--- src/hw/tet_defs.svh ---
`ifndef TET_DEFS_SVH
`define TET_DEFS_SVH

// Register offsets on the serial register port
`define TET_REG_TRIG        8'h00
`define TET_REG_FIFO        8'h01
`define TET_REG_PERIOD      8'h02

// Event trigger enable bit positions
`define TET_TRIG_REL        7
`define TET_TRIG_CAL        6
`define TET_TRIG_PINCH      5
`define TET_TRIG_ROT        4
`define TET_TRIG_SLD        3
`define TET_TRIG_WM         2
`define TET_TRIG_CAP        1
`define TET_TRIG_SMP        0
`define TET_TRIG_RST        8'h00
`define TET_TRIG_NV_MASK    8'hbf

// FIFO setup fields
`define TET_FIFO_EN_BIT     4
`define TET_FIFO_WM_MSB     3
`define TET_FIFO_WM_LSB     0
`define TET_FIFO_RST        8'h00
`define TET_FIFO_RW_MASK    8'h1f
`define TET_WM_OFF          4'h0

// Sample counter
`define TET_CNT_W           5
`define TET_FIFO_DEPTH      5'h10
`define TET_CNT_ZERO        5'h00
`define TET_CNT_ONE         5'h01

// Sampling period, milliseconds
`define TET_PERIOD_RST      8'h0a
`define TET_PERIOD_MIN      8'h05
`define TET_PERIOD_MAX      8'h64
`define TET_PERIOD_ONE      8'h01

// Clock and the millisecond tick
`define TET_CLK_HZ          10000000
`define TET_TICK_MS         1
`define TET_MS_PER_S        1000

`endif

--- src/hw/tet_pkg.sv ---
`default_nettype none

package tet_pkg;

    // One-cycle event pulses from the scanning and gesture logic
    typedef struct packed {
        logic release_evt;
        logic pinch_evt;
        logic rotate_evt;
        logic slide_evt;
        logic cap_evt;
        logic sample_done_evt;
        logic resistive_evt;
    } tet_events_t;

    typedef enum logic [1:0] {
        TET_CAL_IDLE = 2'b00,
        TET_CAL_RUN  = 2'b01
    } tet_cal_state_t;

endpackage

`default_nettype wire

--- src/hw/tet_sample_count.sv ---
`default_nettype none
`include "tet_defs.svh"

module tet_sample_count (
    input  wire logic                  i_clk,
    input  wire logic                  i_rst,
    input  wire logic                  i_push,
    input  wire logic                  i_pop,
    input  wire logic                  i_flush,
    output logic [`TET_CNT_W-1:0]      o_count,
    output logic                       o_full
);

    logic                  push_ok;
    logic                  pop_ok;
    logic [`TET_CNT_W-1:0] next_count;

    assign o_full  = (o_count == `TET_FIFO_DEPTH);
    // Samples arriving while full are dropped, not wrapped
    assign push_ok = i_push & ~o_full;
    assign pop_ok  = i_pop & (o_count != `TET_CNT_ZERO);

    always_comb begin
        next_count = o_count;
        if (i_flush) begin
            next_count = `TET_CNT_ZERO;
        end else if (push_ok & ~pop_ok) begin
            next_count = o_count + `TET_CNT_ONE;
        end else if (pop_ok & ~push_ok) begin
            next_count = o_count - `TET_CNT_ONE;
        end
    end

    always_ff @(posedge i_clk) begin
        if (i_rst) begin
            o_count <= `TET_CNT_ZERO;
        end else begin
            o_count <= next_count;
        end
    end

endmodule

`default_nettype wire

--- src/hw/tet_trigger_cfg.sv ---
`default_nettype none
`include "tet_defs.svh"

module tet_trigger_cfg #(
    parameter int MS_CYCLES = `TET_CLK_HZ / `TET_MS_PER_S * `TET_TICK_MS
) (
    input  wire logic                I_MCLK,
    input  wire logic                I_RST,
    input  wire logic                I_REG_WR,
    input  wire logic                I_REG_RD,
    input  wire logic [7:0]          I_REG_ADDR,
    input  wire logic [7:0]          I_REG_WDATA,
    output logic      [7:0]          O_REG_RDATA,
    input  wire logic                I_STATUS_READ,
    input  wire tet_pkg::tet_events_t I_EVENTS,
    input  wire logic                I_SAMPLE_PUSH,
    input  wire logic                I_SAMPLE_POP,
    input  wire logic                I_CAL_POINTS_DONE,
    input  wire logic                I_PRESSURE_MEASURE_ENABLE,
    input  wire logic                I_NV_LOAD,
    input  wire logic [7:0]          I_NV_DATA,
    output logic                     O_NV_WR,
    output logic      [7:0]          O_NV_DATA,
    output logic                     O_PENDING_ACTIVITY_OUT,
    output logic                     O_CAL_ACTIVE,
    output logic                     O_CAL_ABORT,
    output logic                     O_SAMPLE_QUEUE_ENABLE,
    output logic                     O_FIFO_FLUSH,
    output logic      [4:0]          O_FIFO_COUNT,
    output logic                     O_QUEUE_THRESHOLD_FLAG,
    output logic      [7:0]          O_SAMPLING_PERIOD_MS,
    output logic                     O_SAMPLE_TICK
);

    localparam int MSW = $clog2(MS_CYCLES + 1);

    function automatic logic reg_hit(input logic [7:0] addr, input logic [7:0] off);
        reg_hit = (addr == off);
    endfunction

    ////////////////////////////////////////////////////////////////////////////
    // Register decode

    logic       trig_wr;
    logic       fifo_wr;
    logic       period_wr;
    logic [7:0] trig;
    logic [7:0] fifo_setup;
    logic [7:0] period;
    logic [7:0] rd_data;

    assign trig_wr   = I_REG_WR & reg_hit(I_REG_ADDR, `TET_REG_TRIG);
    assign fifo_wr   = I_REG_WR & reg_hit(I_REG_ADDR, `TET_REG_FIFO);
    assign period_wr = I_REG_WR & reg_hit(I_REG_ADDR, `TET_REG_PERIOD);

    ////////////////////////////////////////////////////////////////////////////
    // Event trigger enables

    logic release_trigger_en;
    logic pinch_trigger_en;
    logic rotate_trigger_en;
    logic slide_trigger_en;
    logic watermark_trigger_en;
    logic cap_event_trigger_en;
    logic sample_event_trigger_en;
    logic [7:0] next_trig;

    assign release_trigger_en      = trig[`TET_TRIG_REL];
    assign pinch_trigger_en        = trig[`TET_TRIG_PINCH];
    assign rotate_trigger_en       = trig[`TET_TRIG_ROT];
    assign slide_trigger_en        = trig[`TET_TRIG_SLD];
    assign watermark_trigger_en    = trig[`TET_TRIG_WM];
    assign cap_event_trigger_en    = trig[`TET_TRIG_CAP];
    assign sample_event_trigger_en = trig[`TET_TRIG_SMP];

    // Calibration start never lands in the stored image
    always_comb begin
        next_trig = trig;
        if (trig_wr) begin
            next_trig = I_REG_WDATA & `TET_TRIG_NV_MASK;
        end else if (I_NV_LOAD) begin
            next_trig = I_NV_DATA & `TET_TRIG_NV_MASK;
        end
    end

    always_ff @(posedge I_MCLK) begin
        if (I_RST) begin
            trig      <= `TET_TRIG_RST;
            O_NV_WR   <= 1'b0;
            O_NV_DATA <= `TET_TRIG_RST;
        end else begin
            trig      <= next_trig;
            O_NV_WR   <= trig_wr;
            O_NV_DATA <= I_REG_WDATA & `TET_TRIG_NV_MASK;
        end
    end

    ////////////////////////////////////////////////////////////////////////////
    // Calibration control

    tet_pkg::tet_cal_state_t cal_state;
    tet_pkg::tet_cal_state_t next_cal_state;
    logic                    cal_bit_wr;
    logic                    next_abort;

    assign cal_bit_wr = I_REG_WDATA[`TET_TRIG_CAL];

    always_comb begin
        next_cal_state = cal_state;
        next_abort     = 1'b0;
        case (cal_state)
            tet_pkg::TET_CAL_IDLE: begin
                if (trig_wr & cal_bit_wr) begin
                    next_cal_state = tet_pkg::TET_CAL_RUN;
                end
            end
            tet_pkg::TET_CAL_RUN: begin
                if (trig_wr & ~cal_bit_wr) begin
                    next_cal_state = tet_pkg::TET_CAL_IDLE;
                    next_abort     = 1'b1;
                end else if (I_CAL_POINTS_DONE & ~trig_wr) begin
                    next_cal_state = tet_pkg::TET_CAL_IDLE;
                end
            end
            default: begin
                next_cal_state = tet_pkg::TET_CAL_IDLE;
            end
        endcase
    end

    always_ff @(posedge I_MCLK) begin
        if (I_RST) begin
            cal_state    <= tet_pkg::TET_CAL_IDLE;
            O_CAL_ACTIVE <= 1'b0;
            O_CAL_ABORT  <= 1'b0;
        end else begin
            cal_state    <= next_cal_state;
            O_CAL_ACTIVE <= (next_cal_state == tet_pkg::TET_CAL_RUN);
            O_CAL_ABORT  <= next_abort;
        end
    end

    ////////////////////////////////////////////////////////////////////////////
    // FIFO setup, flush and fill level

    logic                  sample_queue_enable;
    logic [3:0]            sample_queue_threshold;
    logic                  press_q;
    logic                  press_changed;
    logic                  flush_now;
    logic                  fifo_full;
    logic                  next_flag;
    logic [`TET_CNT_W-1:0] count;

    assign sample_queue_enable    = fifo_setup[`TET_FIFO_EN_BIT];
    assign sample_queue_threshold = fifo_setup[`TET_FIFO_WM_MSB:`TET_FIFO_WM_LSB];
    assign press_changed          = I_PRESSURE_MEASURE_ENABLE ^ press_q;
    // Keeps X, Y and pressure buffers in step
    assign flush_now = fifo_wr | (sample_queue_enable & press_changed);

    tet_sample_count u_count (
        .i_clk   (I_MCLK),
        .i_rst   (I_RST),
        .i_push  (I_SAMPLE_PUSH & sample_queue_enable),
        .i_pop   (I_SAMPLE_POP),
        .i_flush (flush_now),
        .o_count (count),
        .o_full  (fifo_full)
    );

    assign O_FIFO_COUNT = count;

    // Flag follows the current count, one cycle behind it
    assign next_flag = (sample_queue_threshold == `TET_WM_OFF) ? fifo_full
                     : (count >= {1'b0, sample_queue_threshold});

    always_ff @(posedge I_MCLK) begin
        if (I_RST) begin
            fifo_setup             <= `TET_FIFO_RST;
            press_q                <= 1'b0;
            O_FIFO_FLUSH           <= 1'b0;
            O_SAMPLE_QUEUE_ENABLE  <= 1'b0;
            O_QUEUE_THRESHOLD_FLAG <= 1'b0;
        end else begin
            if (fifo_wr) begin
                fifo_setup <= I_REG_WDATA & `TET_FIFO_RW_MASK;
            end
            press_q                <= I_PRESSURE_MEASURE_ENABLE;
            O_FIFO_FLUSH           <= flush_now;
            O_SAMPLE_QUEUE_ENABLE  <= fifo_wr ? I_REG_WDATA[`TET_FIFO_EN_BIT]
                                              : sample_queue_enable;
            O_QUEUE_THRESHOLD_FLAG <= next_flag;
        end
    end

    ////////////////////////////////////////////////////////////////////////////
    // Pending events and the pending-activity pin

    logic [7:0] evt_vec;
    logic [7:0] pending;
    logic [7:0] enabled_pending;

    assign evt_vec[`TET_TRIG_REL]   = I_EVENTS.release_evt;
    assign evt_vec[`TET_TRIG_CAL]   = 1'b0;
    assign evt_vec[`TET_TRIG_PINCH] = I_EVENTS.pinch_evt;
    assign evt_vec[`TET_TRIG_ROT]   = I_EVENTS.rotate_evt;
    assign evt_vec[`TET_TRIG_SLD]   = I_EVENTS.slide_evt;
    // Level, so a read cannot hide a still-reached watermark
    assign evt_vec[`TET_TRIG_WM]    = O_QUEUE_THRESHOLD_FLAG;
    assign evt_vec[`TET_TRIG_CAP]   = I_EVENTS.cap_evt;
    assign evt_vec[`TET_TRIG_SMP]   = I_EVENTS.sample_done_evt | I_EVENTS.resistive_evt;

    genvar gi;
    generate
        for (gi = 0; gi < 8; gi++) begin : g_pend
            logic pend;
            // Set beats the status-read clear in the same cycle
            always_ff @(posedge I_MCLK) begin
                if (I_RST) begin
                    pend <= 1'b0;
                end else if (evt_vec[gi] & trig[gi]) begin
                    pend <= 1'b1;
                end else if (I_STATUS_READ) begin
                    pend <= 1'b0;
                end
            end
            // One flop per bit keeps each process the sole writer
            assign pending[gi] = pend;
        end
    endgenerate

    // Clearing an enable drops its pending share at once
    assign enabled_pending = pending & trig;

    always_ff @(posedge I_MCLK) begin
        if (I_RST) begin
            O_PENDING_ACTIVITY_OUT <= 1'b0;
        end else begin
            O_PENDING_ACTIVITY_OUT <= |enabled_pending;
        end
    end

    ////////////////////////////////////////////////////////////////////////////
    // Sampling period and tick

    logic [7:0]     period_eff;
    logic [MSW-1:0] ms_cnt;
    logic [7:0]     per_cnt;
    logic           ms_tick;
    logic           per_done;

    // Out-of-range values are clamped rather than trusted
    assign period_eff = (period < `TET_PERIOD_MIN) ? `TET_PERIOD_MIN
                      : (period > `TET_PERIOD_MAX) ? `TET_PERIOD_MAX : period;
    assign ms_tick  = (ms_cnt == MSW'(MS_CYCLES - 1));
    assign per_done = ms_tick & (per_cnt >= period_eff - `TET_PERIOD_ONE);

    always_ff @(posedge I_MCLK) begin
        if (I_RST) begin
            period               <= `TET_PERIOD_RST;
            ms_cnt               <= '0;
            per_cnt              <= 8'h00;
            O_SAMPLING_PERIOD_MS <= `TET_PERIOD_RST;
            O_SAMPLE_TICK        <= 1'b0;
        end else begin
            if (period_wr) begin
                period <= I_REG_WDATA;
            end
            ms_cnt               <= ms_tick ? '0 : ms_cnt + MSW'(1);
            if (per_done | period_wr) begin
                per_cnt <= 8'h00;
            end else if (ms_tick) begin
                per_cnt <= per_cnt + `TET_PERIOD_ONE;
            end
            O_SAMPLING_PERIOD_MS <= period_eff;
            O_SAMPLE_TICK        <= per_done & ~period_wr;
        end
    end

    ////////////////////////////////////////////////////////////////////////////
    // Read-back

    assign rd_data = reg_hit(I_REG_ADDR, `TET_REG_TRIG)
                         ? {trig[`TET_TRIG_REL], (cal_state == tet_pkg::TET_CAL_RUN),
                            trig[`TET_TRIG_PINCH:`TET_TRIG_SMP]}
                   : reg_hit(I_REG_ADDR, `TET_REG_FIFO)   ? fifo_setup
                   : reg_hit(I_REG_ADDR, `TET_REG_PERIOD) ? period
                   : 8'h00;

    always_ff @(posedge I_MCLK) begin
        if (I_RST) begin
            O_REG_RDATA <= 8'h00;
        end else if (I_REG_RD) begin
            O_REG_RDATA <= rd_data;
        end
    end

endmodule

`default_nettype wire
--- config.mk ---
export PLATFORM = sky130hd
export DESIGN_NAME = tet_trigger_cfg
export DESIGN_NICKNAME = d
export VERILOG_FILES = /design/src/hw/tet_pkg.sv /design/src/hw/tet_sample_count.sv /design/src/hw/tet_trigger_cfg.sv
export VERILOG_INCLUDE_DIRS = /design/src /design/src/hw
export SDC_FILE = /design/constraint.sdc
export NUM_CORES = 1
export LEC_CHECK = 0
export BUFFER_PORTS_ARGS = -buffer_cell sky130_fd_sc_hd__buf_2
export CAP_MARGIN = 20
export CORE_MARGIN = 2
export CORE_UTILIZATION = 55
export CTS_BUF_LIST = sky130_fd_sc_hd__clkbuf_2
export DETAILED_ROUTE_END_ITERATION = 6
export HOLD_SLACK_MARGIN = 0.06
export PLACE_DENSITY = 0.79
export SETUP_SLACK_MARGIN = 0.05
export SYNTH_ARGS = -nofsm -noshare
export SYNTH_HDL_FRONTEND = slang
export SYNTH_SLANG_ARGS = --single-unit
--- constraint.sdc ---
create_clock -name I_MCLK -period 4.9 [get_ports I_MCLK]
set_input_delay 0 -clock I_MCLK [delete_from_list [all_inputs] [get_ports I_MCLK]]
set_output_delay 0 -clock I_MCLK [all_outputs]
set_load 0.005 [all_outputs]
==> results_dict.tcl, run 1 <==
set metrics [dict create \
    fp.dieArea_um2 8070 \
    grt_pass1_wl_um 17700 \
    fmax_mhz 299 \
    crit_chain "nor3_1 -> nand2_1 -> o22a_1 -> o22a_1 -> ha_1 -> xor2_1 -> ha_1 -> or4_1 -> a21oi_1 -> o32a_2 -> nand3_1 -> a21oi_2" \
    netlist-cell-type-count 56 \
    critPathCaptureType "flip-flop" \
    critical_path.max_fanout 14 \
    yosys_warnings 0 \
    use_met3_pct 6.29 \
    final_antenna_net_count 0 \
    worst_slew_pin_slew_ns 0.623 \
    status "completed" \
    drt_pass1_iterations 5 \
    fin_hold_ws_ns 0.116 \
    post-route-drc-count 0 \
    drv_slew 0 \
    initial_core_util_pct 56.5 \
    postCtsSetupRepairBufs 0 \
    finalSetupViolations 0 \
    die_x_um 89.9 \
    crit_buf_inv 0 \
    io_buffers 75 \
    cts_resized 0 \
    critPathLaunch "period[7]$_SDFFE_PP0P_" \
    synth_enable_flop_cells 0 \
    critPathSlowestCell "or4_1" \
    fillers 498 \
    cts_tree "done" \
    fin_util_pct 72.2 \
    nNetsFinal 636 \
    use_met1_pct 30.6 \
    use_met2_pct 47.7 \
    ys.flop_type "dfxtp_1" \
    tns_ns 0 \
    regToRegStartpoint "period[7]$_SDFFE_PP0P_" \
    die_h_um 89.9 \
    antennaDiodeCount 0 \
    drive_gt1_share_pct 18.4 \
    num_vias 3794 \
    syn_area_per_cell_um2 9.01 \
    cp_top_family "simple AND/OR/NAND/NOR gates" \
    rows 31 \
    clock_path_buffers 2 \
    postCtsHoldBufs 59 \
    netlist_instances 450 \
    core_area_um2 7180 \
    ios 78 \
    routabilityCongestion 0.857 \
    fin_crit_ns 3.35 \
    cts.clk_slew.worst_paths_ns 0.27 \
    powerDensity_nw_per_um2 298 \
    swShare_pct 29.7 \
    min_from "I_SAMPLE_POP" \
    final_cell_mix "dfxtp_1, buf_2, dlygate4sd3_1" \
    yosysSeqAreaShare_pct 43.5 \
    cts_buffers 9 \
    crit_path_max_incr_delay_ns 0.51 \
    grt_pass1_vias 3817 \
    yosys_register_bits 88 \
    criticalPathCategory "reg -> reg" \
    syn_area_um2 4050 \
    power_frac_clock_pct 27.6 \
    hold_violations 0 \
    arrival_ns 3.82 \
    skew_ns 0.0533 \
    grt.overflow.total 0 \
    maxCapViolCount 0 \
    slew_headroom_pct 58.4 \
    root_buffer "clkbuf_2" \
    p_leak_nw 2.23 \
    postPlaceCellArea_um2 4450 \
    ir_drop_mv 0.317 \
    clock_sinks 88 \
    grt_max_degree 58 \
    synth_top_area_share_pct 43.5 \
    htreeDepth 3 \
    clk_latency_ns 0.56 \
    cp.required_ns 5.37 \
    synth_top_cells_by_area "dfxtp_1, ha_1, mux2i_1, nor2_1, nand3_1" \
    internal_power_w 0.00109 \
    viasPerCell 5.59 \
    yosys.area.top_type "dfxtp_1" \
    p_comb_share_pct 20.8 \
    cp-start-kind "flip-flop" \
    finalWirelength_um 10700 \
    top_usage_layer "met2" \
    layout_commonest_cell "dfxtp_1" \
    synth-async-reset-ratio_pct 0 \
    track_usage_pct 26.9 \
    hold_class "in -> reg" \
    p_sw_w 0.000458 \
    period_share_pct 68.3 \
    final_cell_area_um2 5180 \
    routedWlPerCell_um 15.8 \
    drtIter0Drc 236 \
    grt_setup_unrepaired "no" \
    area_delta_synth_final_pct 27.7 \
    dpl.hpwl_um 6180 \
    p_seq_share_pct 51.6 \
    grt_antenna_before_repair 0 \
]
-- cell type report --
class / count / area (um^2) / area share (%)
Sequential cell: 88 / 1760 / 34.0
Timing Repair Buffer: 135 / 973 / 18.8
Multi-Input combinational cell: 330 / 2140 / 41.3
Clock inverter: 7 / 93.8 / 1.81
Clock buffer: 9 / 45.0 / 0.870
Tap cell: 99 / 124 / 2.39
Inverter: 11 / 41.3 / 0.797
-- routing by layer --
metal  vias to the layer above  wire length, um  part of all wire [%]
met3                        39              664                   6.2
met5                         -                0                     0
met4                         0              371                   3.5
li1                       1821                -                     -
met1                      1783             4320                    40
met2                       151             5360                    50
-- worst reg2reg max path, delay by kind of cell, from the launching register on --
family,cells,cell delay [ns]
AND/OR/NAND/NOR,4,1.09
AO/OA/AOI/OAI,5,1.05
flip-flops,1,0.47
adder cells (fa/ha/maj),2,0.46
XOR/XNOR,1,0.16
-- registers in the layout (all words and copies together), names as in the netlist, 2 cells and up --
name	flops
ms_cnt	14
O_REG_RDATA	8
O_SAMPLING_PERIOD_MS	8
per_cnt	8
period	8
O_NV_DATA	7
g_pend.pend	7
trig	7
fifo_setup	5
u_count.o_count	5
cal_state	2
-- final timing paths --
| kind | cells after the start | endpoint | slack, ns |
|---|---|---|---|
| min reg2reg | 2 | O_REG_RDATA[1]$_SDFFE_PP0P_ | 0.49 |
| max reg2reg | 12 | per_cnt[7]$_SDFFE_PP0P_ | 1.55 |
| max | 12 | per_cnt[7]$_SDFFE_PP0P_ | 1.55 |
| min | 5 | u_count.o_count[2]$_SDFFE_PP0P_ | 0.12 |
-- cells by family after synthesis --
family                   Yosys count  synth area share, %
XOR/XNOR                          19                 4.10
AND/OR/NAND/NOR                  181                 22.7
AO/OA/AOI/OAI                     83                 13.5
multiplexers                      23                 5.74
adder cells (fa/ha/maj)           20                 6.36
flip-flops                        88                 43.5
buffers and inverters             34                 3.95
other                              2                0.185
-- through the flow --
step,setup slack [ns],total power (W),std cells
5_1_grt,1.27,0.00161,679
3_3_place_gp,1.77,0.00106,604
2_1_floorplan,1.91,0.00100,452
3_5_place_dp,1.68,0.00108,604
6_report,1.55,0.00154,679
4_1_cts,1.56,0.00153,679
-- cells in the mapped netlist (all sizes together), types with 9 or more instances --
cell type and count:
ha 19, a211oi 10, nand3 27, nor2 55
a21oi 28, o21ai 13, nand2 30, nor3 12
xnor2 9, nand2b 15, buf 13, xor2 10
a22oi 9, inv 10, nor2b 16, mux2i 21
dfxtp 88, clkbuf 10
-- power by group through the flow --
stage	registers (W)	clock network (W)	logic [W]
2_1_floorplan	0.000800	0	0.000199
3_3_place_gp	0.000805	0	0.000259
3_5_place_dp	0.000807	0	0.000275
4_1_cts	0.000794	0.000427	0.000310
5_1_grt	0.000803	0.000448	0.000357
6_report	0.000797	0.000427	0.000321
Note: power is estimated with default switching activity, not from simulation.
==> run 2, diff against run 1 <==
--- a/config.mk
+++ b/config.mk
@@ -9,7 +9,7 @@
 export BUFFER_PORTS_ARGS = -buffer_cell sky130_fd_sc_hd__buf_2
 export CAP_MARGIN = 20
 export CORE_MARGIN = 2
-export CORE_UTILIZATION = 55
+export CORE_UTILIZATION = 52
 export CTS_BUF_LIST = sky130_fd_sc_hd__clkbuf_2
 export DETAILED_ROUTE_END_ITERATION = 6
 export HOLD_SLACK_MARGIN = 0.06
==> constraint.sdc (replaced) <==
create_clock -name I_MCLK -period 2.8 [get_ports I_MCLK]
set_input_delay 0 -clock I_MCLK [delete_from_list [all_inputs] [get_ports I_MCLK]]
set_output_delay 0 -clock I_MCLK [all_outputs]
set_load 0.005 [all_outputs]
==> run 2 against run 1 <==
  * The run now ends with negative setup slack left
  * Setup slack got worse by 1.6 ns
  * Clock-buffer cell count increased by 1
  * Fmax increased by 17%
  * Cell area increased by 6.7%
  * Sequential power increased by 73%
  * Global-route usage decreased by 1.3 points
  * Routed wire length increased by 2.2%
  * Critical path type unchanged
  * Largest power group unchanged
==> results_dict.tcl, run 2 (synthesis results as in run 1) <==
set metrics [dict create \
    status "finished, violations left" \
    nNetsFinal 658 \
    layout_commonest_cell "dfxtp_1" \
    worst_slew_pin_slew_ns 0.553 \
    die_x_um 92.3 \
    rows 32 \
    core_area_um2 7650 \
    routabilityCongestion 0.844 \
    p_total_w 0.00270 \
    skew_ns 0.0249 \
    routedWlPerCell_um 15.6 \
    clock_path_buffers 2 \
    die_h_um 92.3 \
    fin_util_pct 72.3 \
    arrival_ns 3.28 \
    failed_checks "negative setup slack" \
    crit_path_max_incr_delay_ns 0.42 \
    cp-start-kind "flip-flop" \
    track_usage_pct 25.5 \
    fin_crit_ns 2.86 \
    cts_buffers 9 \
    ir_drop_mv 0.467 \
    critPathSlowestCell "dfxtp_4" \
    area_delta_synth_final_pct 36.3 \
    root_buffer "clkbuf_2" \
    grt_max_degree 31 \
    initial_core_util_pct 53.0 \
    fp.dieArea_um2 8520 \
    crit_chain "nor3_4 -> and4bb_2 -> nor2_4 -> nand3_2 -> ha_4 -> nand2b_4 -> a21oi_4 -> nor2b_4 -> o21ai_2 -> ha_1 -> a41oi_2 -> o32a_4 -> a31oi_4 -> a21oi_2" \
    period_share_pct 102 \
    grt_setup_unrepaired "yes" \
    maxCapViolCount 0 \
    final_antenna_net_count 0 \
    finalSetupViolations 9 \
    hold_violations 0 \
    crit_buf_inv 0 \
    slew_headroom_pct 63.2 \
    drive_gt1_share_pct 28.3 \
    critical_path.max_fanout 7 \
    grt_pass1_vias 3740 \
    powerDensity_nw_per_um2 488 \
    cp_top_family "compound AO/OA/AOI/OAI gates" \
    post-route-drc-count 0 \
    grt_antenna_before_repair 0 \
    criticalPathCategory "reg -> reg" \
    drv_slew 0 \
    cts.clk_slew.worst_paths_ns 0.24 \
    finalWorstSetupSlack_ns -0.0648 \
    viasPerCell 5.41 \
    num_vias 3802 \
    clk_latency_ns 0.53 \
    fmax_mhz 349 \
    ios 78 \
    clock_sinks 88 \
    antennaDiodeCount 0 \
    grt.overflow.total 0 \
    critPathCaptureType "flip-flop" \
    max_flop_register "ms_cnt" \
    io_buffers 75 \
    p_leak_nw 2.36 \
    final_cell_mix "dfxtp_1, buf_2, nor2_1" \
    hold_class "in -> reg" \
    finalWirelength_um 10900 \
    cp.required_ns 3.21 \
    cts_tree "done" \
    grt_pass1_wl_um 17200 \
    htreeDepth 3 \
    drtIter0Drc 163 \
    dpl.hpwl_um 6740 \
    drt_pass1_iterations 5 \
    largest_reg_flops 14 \
]
==> run 2: report_power, final <==
group          internal, W  leakage, nW  switching [W]  total, W
sequential         0.00131        0.717      0.0000649   0.00138
clock             0.000205       0.0682       0.000424  0.000629
combinational     0.000362         1.57       0.000328  0.000691
total              0.00188         2.36       0.000817   0.00270
==> run 2: worst paths after layout <==
path	startpoint	end	slack (ns)	cells after the start
setup / recovery	period[7]$_SDFFE_PP0P_	per_cnt[6]$_SDFFE_PP0P_	-0.06	14
hold reg to reg	O_REG_RDATA[7]$_SDFFE_PP0P_	O_REG_RDATA[7]$_SDFFE_PP0P_	0.48	2
hold / removal	I_REG_ADDR[3]	O_FIFO_FLUSH$_SDFF_PP0_	0.15	5
setup reg to reg	period[7]$_SDFFE_PP0P_	per_cnt[6]$_SDFFE_PP0P_	-0.06	14
==> run 2: layout make-up <==
cell class	count	area, um^2
sequential	88	1770
timing repair buffer	156	1120
tap	102	128
fill	533	2120
clock inverter	5	56.3
clock buffer	10	50.0
multi-input combinational	331	2360
inverter	11	41.3
==> run 2: repair_timing <==
item	4_1_cts	5_1_grt
pin swaps	10	15
cloned	1	0
resized for setup	17	18
setup endpoints to repair	9	10
setup buffers	3	3
hold buffers	51	0
endpoints found under the hold margin	59	0
==> run 2: metrics by stage <==
step                hold slack, ns  worst slack (ns)  cells  instance area, um^2  setup TNS (ns)
global placement             0.245            0.0278    630                 4690               0
global route                 0.125            -0.186    703                 5530           -1.41
floorplan                    0.118            0.0129    452                 4140               0
finish                       0.153           -0.0648    703                 5530          -0.298
CTS                          0.111           -0.0367    700                 5410          -0.137
detailed placement           0.246           -0.0969    630                 4690          -0.272
==> run 2: worst min-delay path, delay by kind of cell <==
kind	cells	cell delay, ns
simple gates	3	0.40
compound gates	1	0.13
buf+inv	1	0.08
==> run 2: metal layers <==
| layer | share of wire, % | global-route usage (%) |
|---|---|---|
| met5 | 0 | 0 |
| met4 | 2.5 | 11.3 |
| met3 | 4.2 | 3.99 |
| met2 | 53 | 47.5 |
| met1 | 41 | 28.6 |
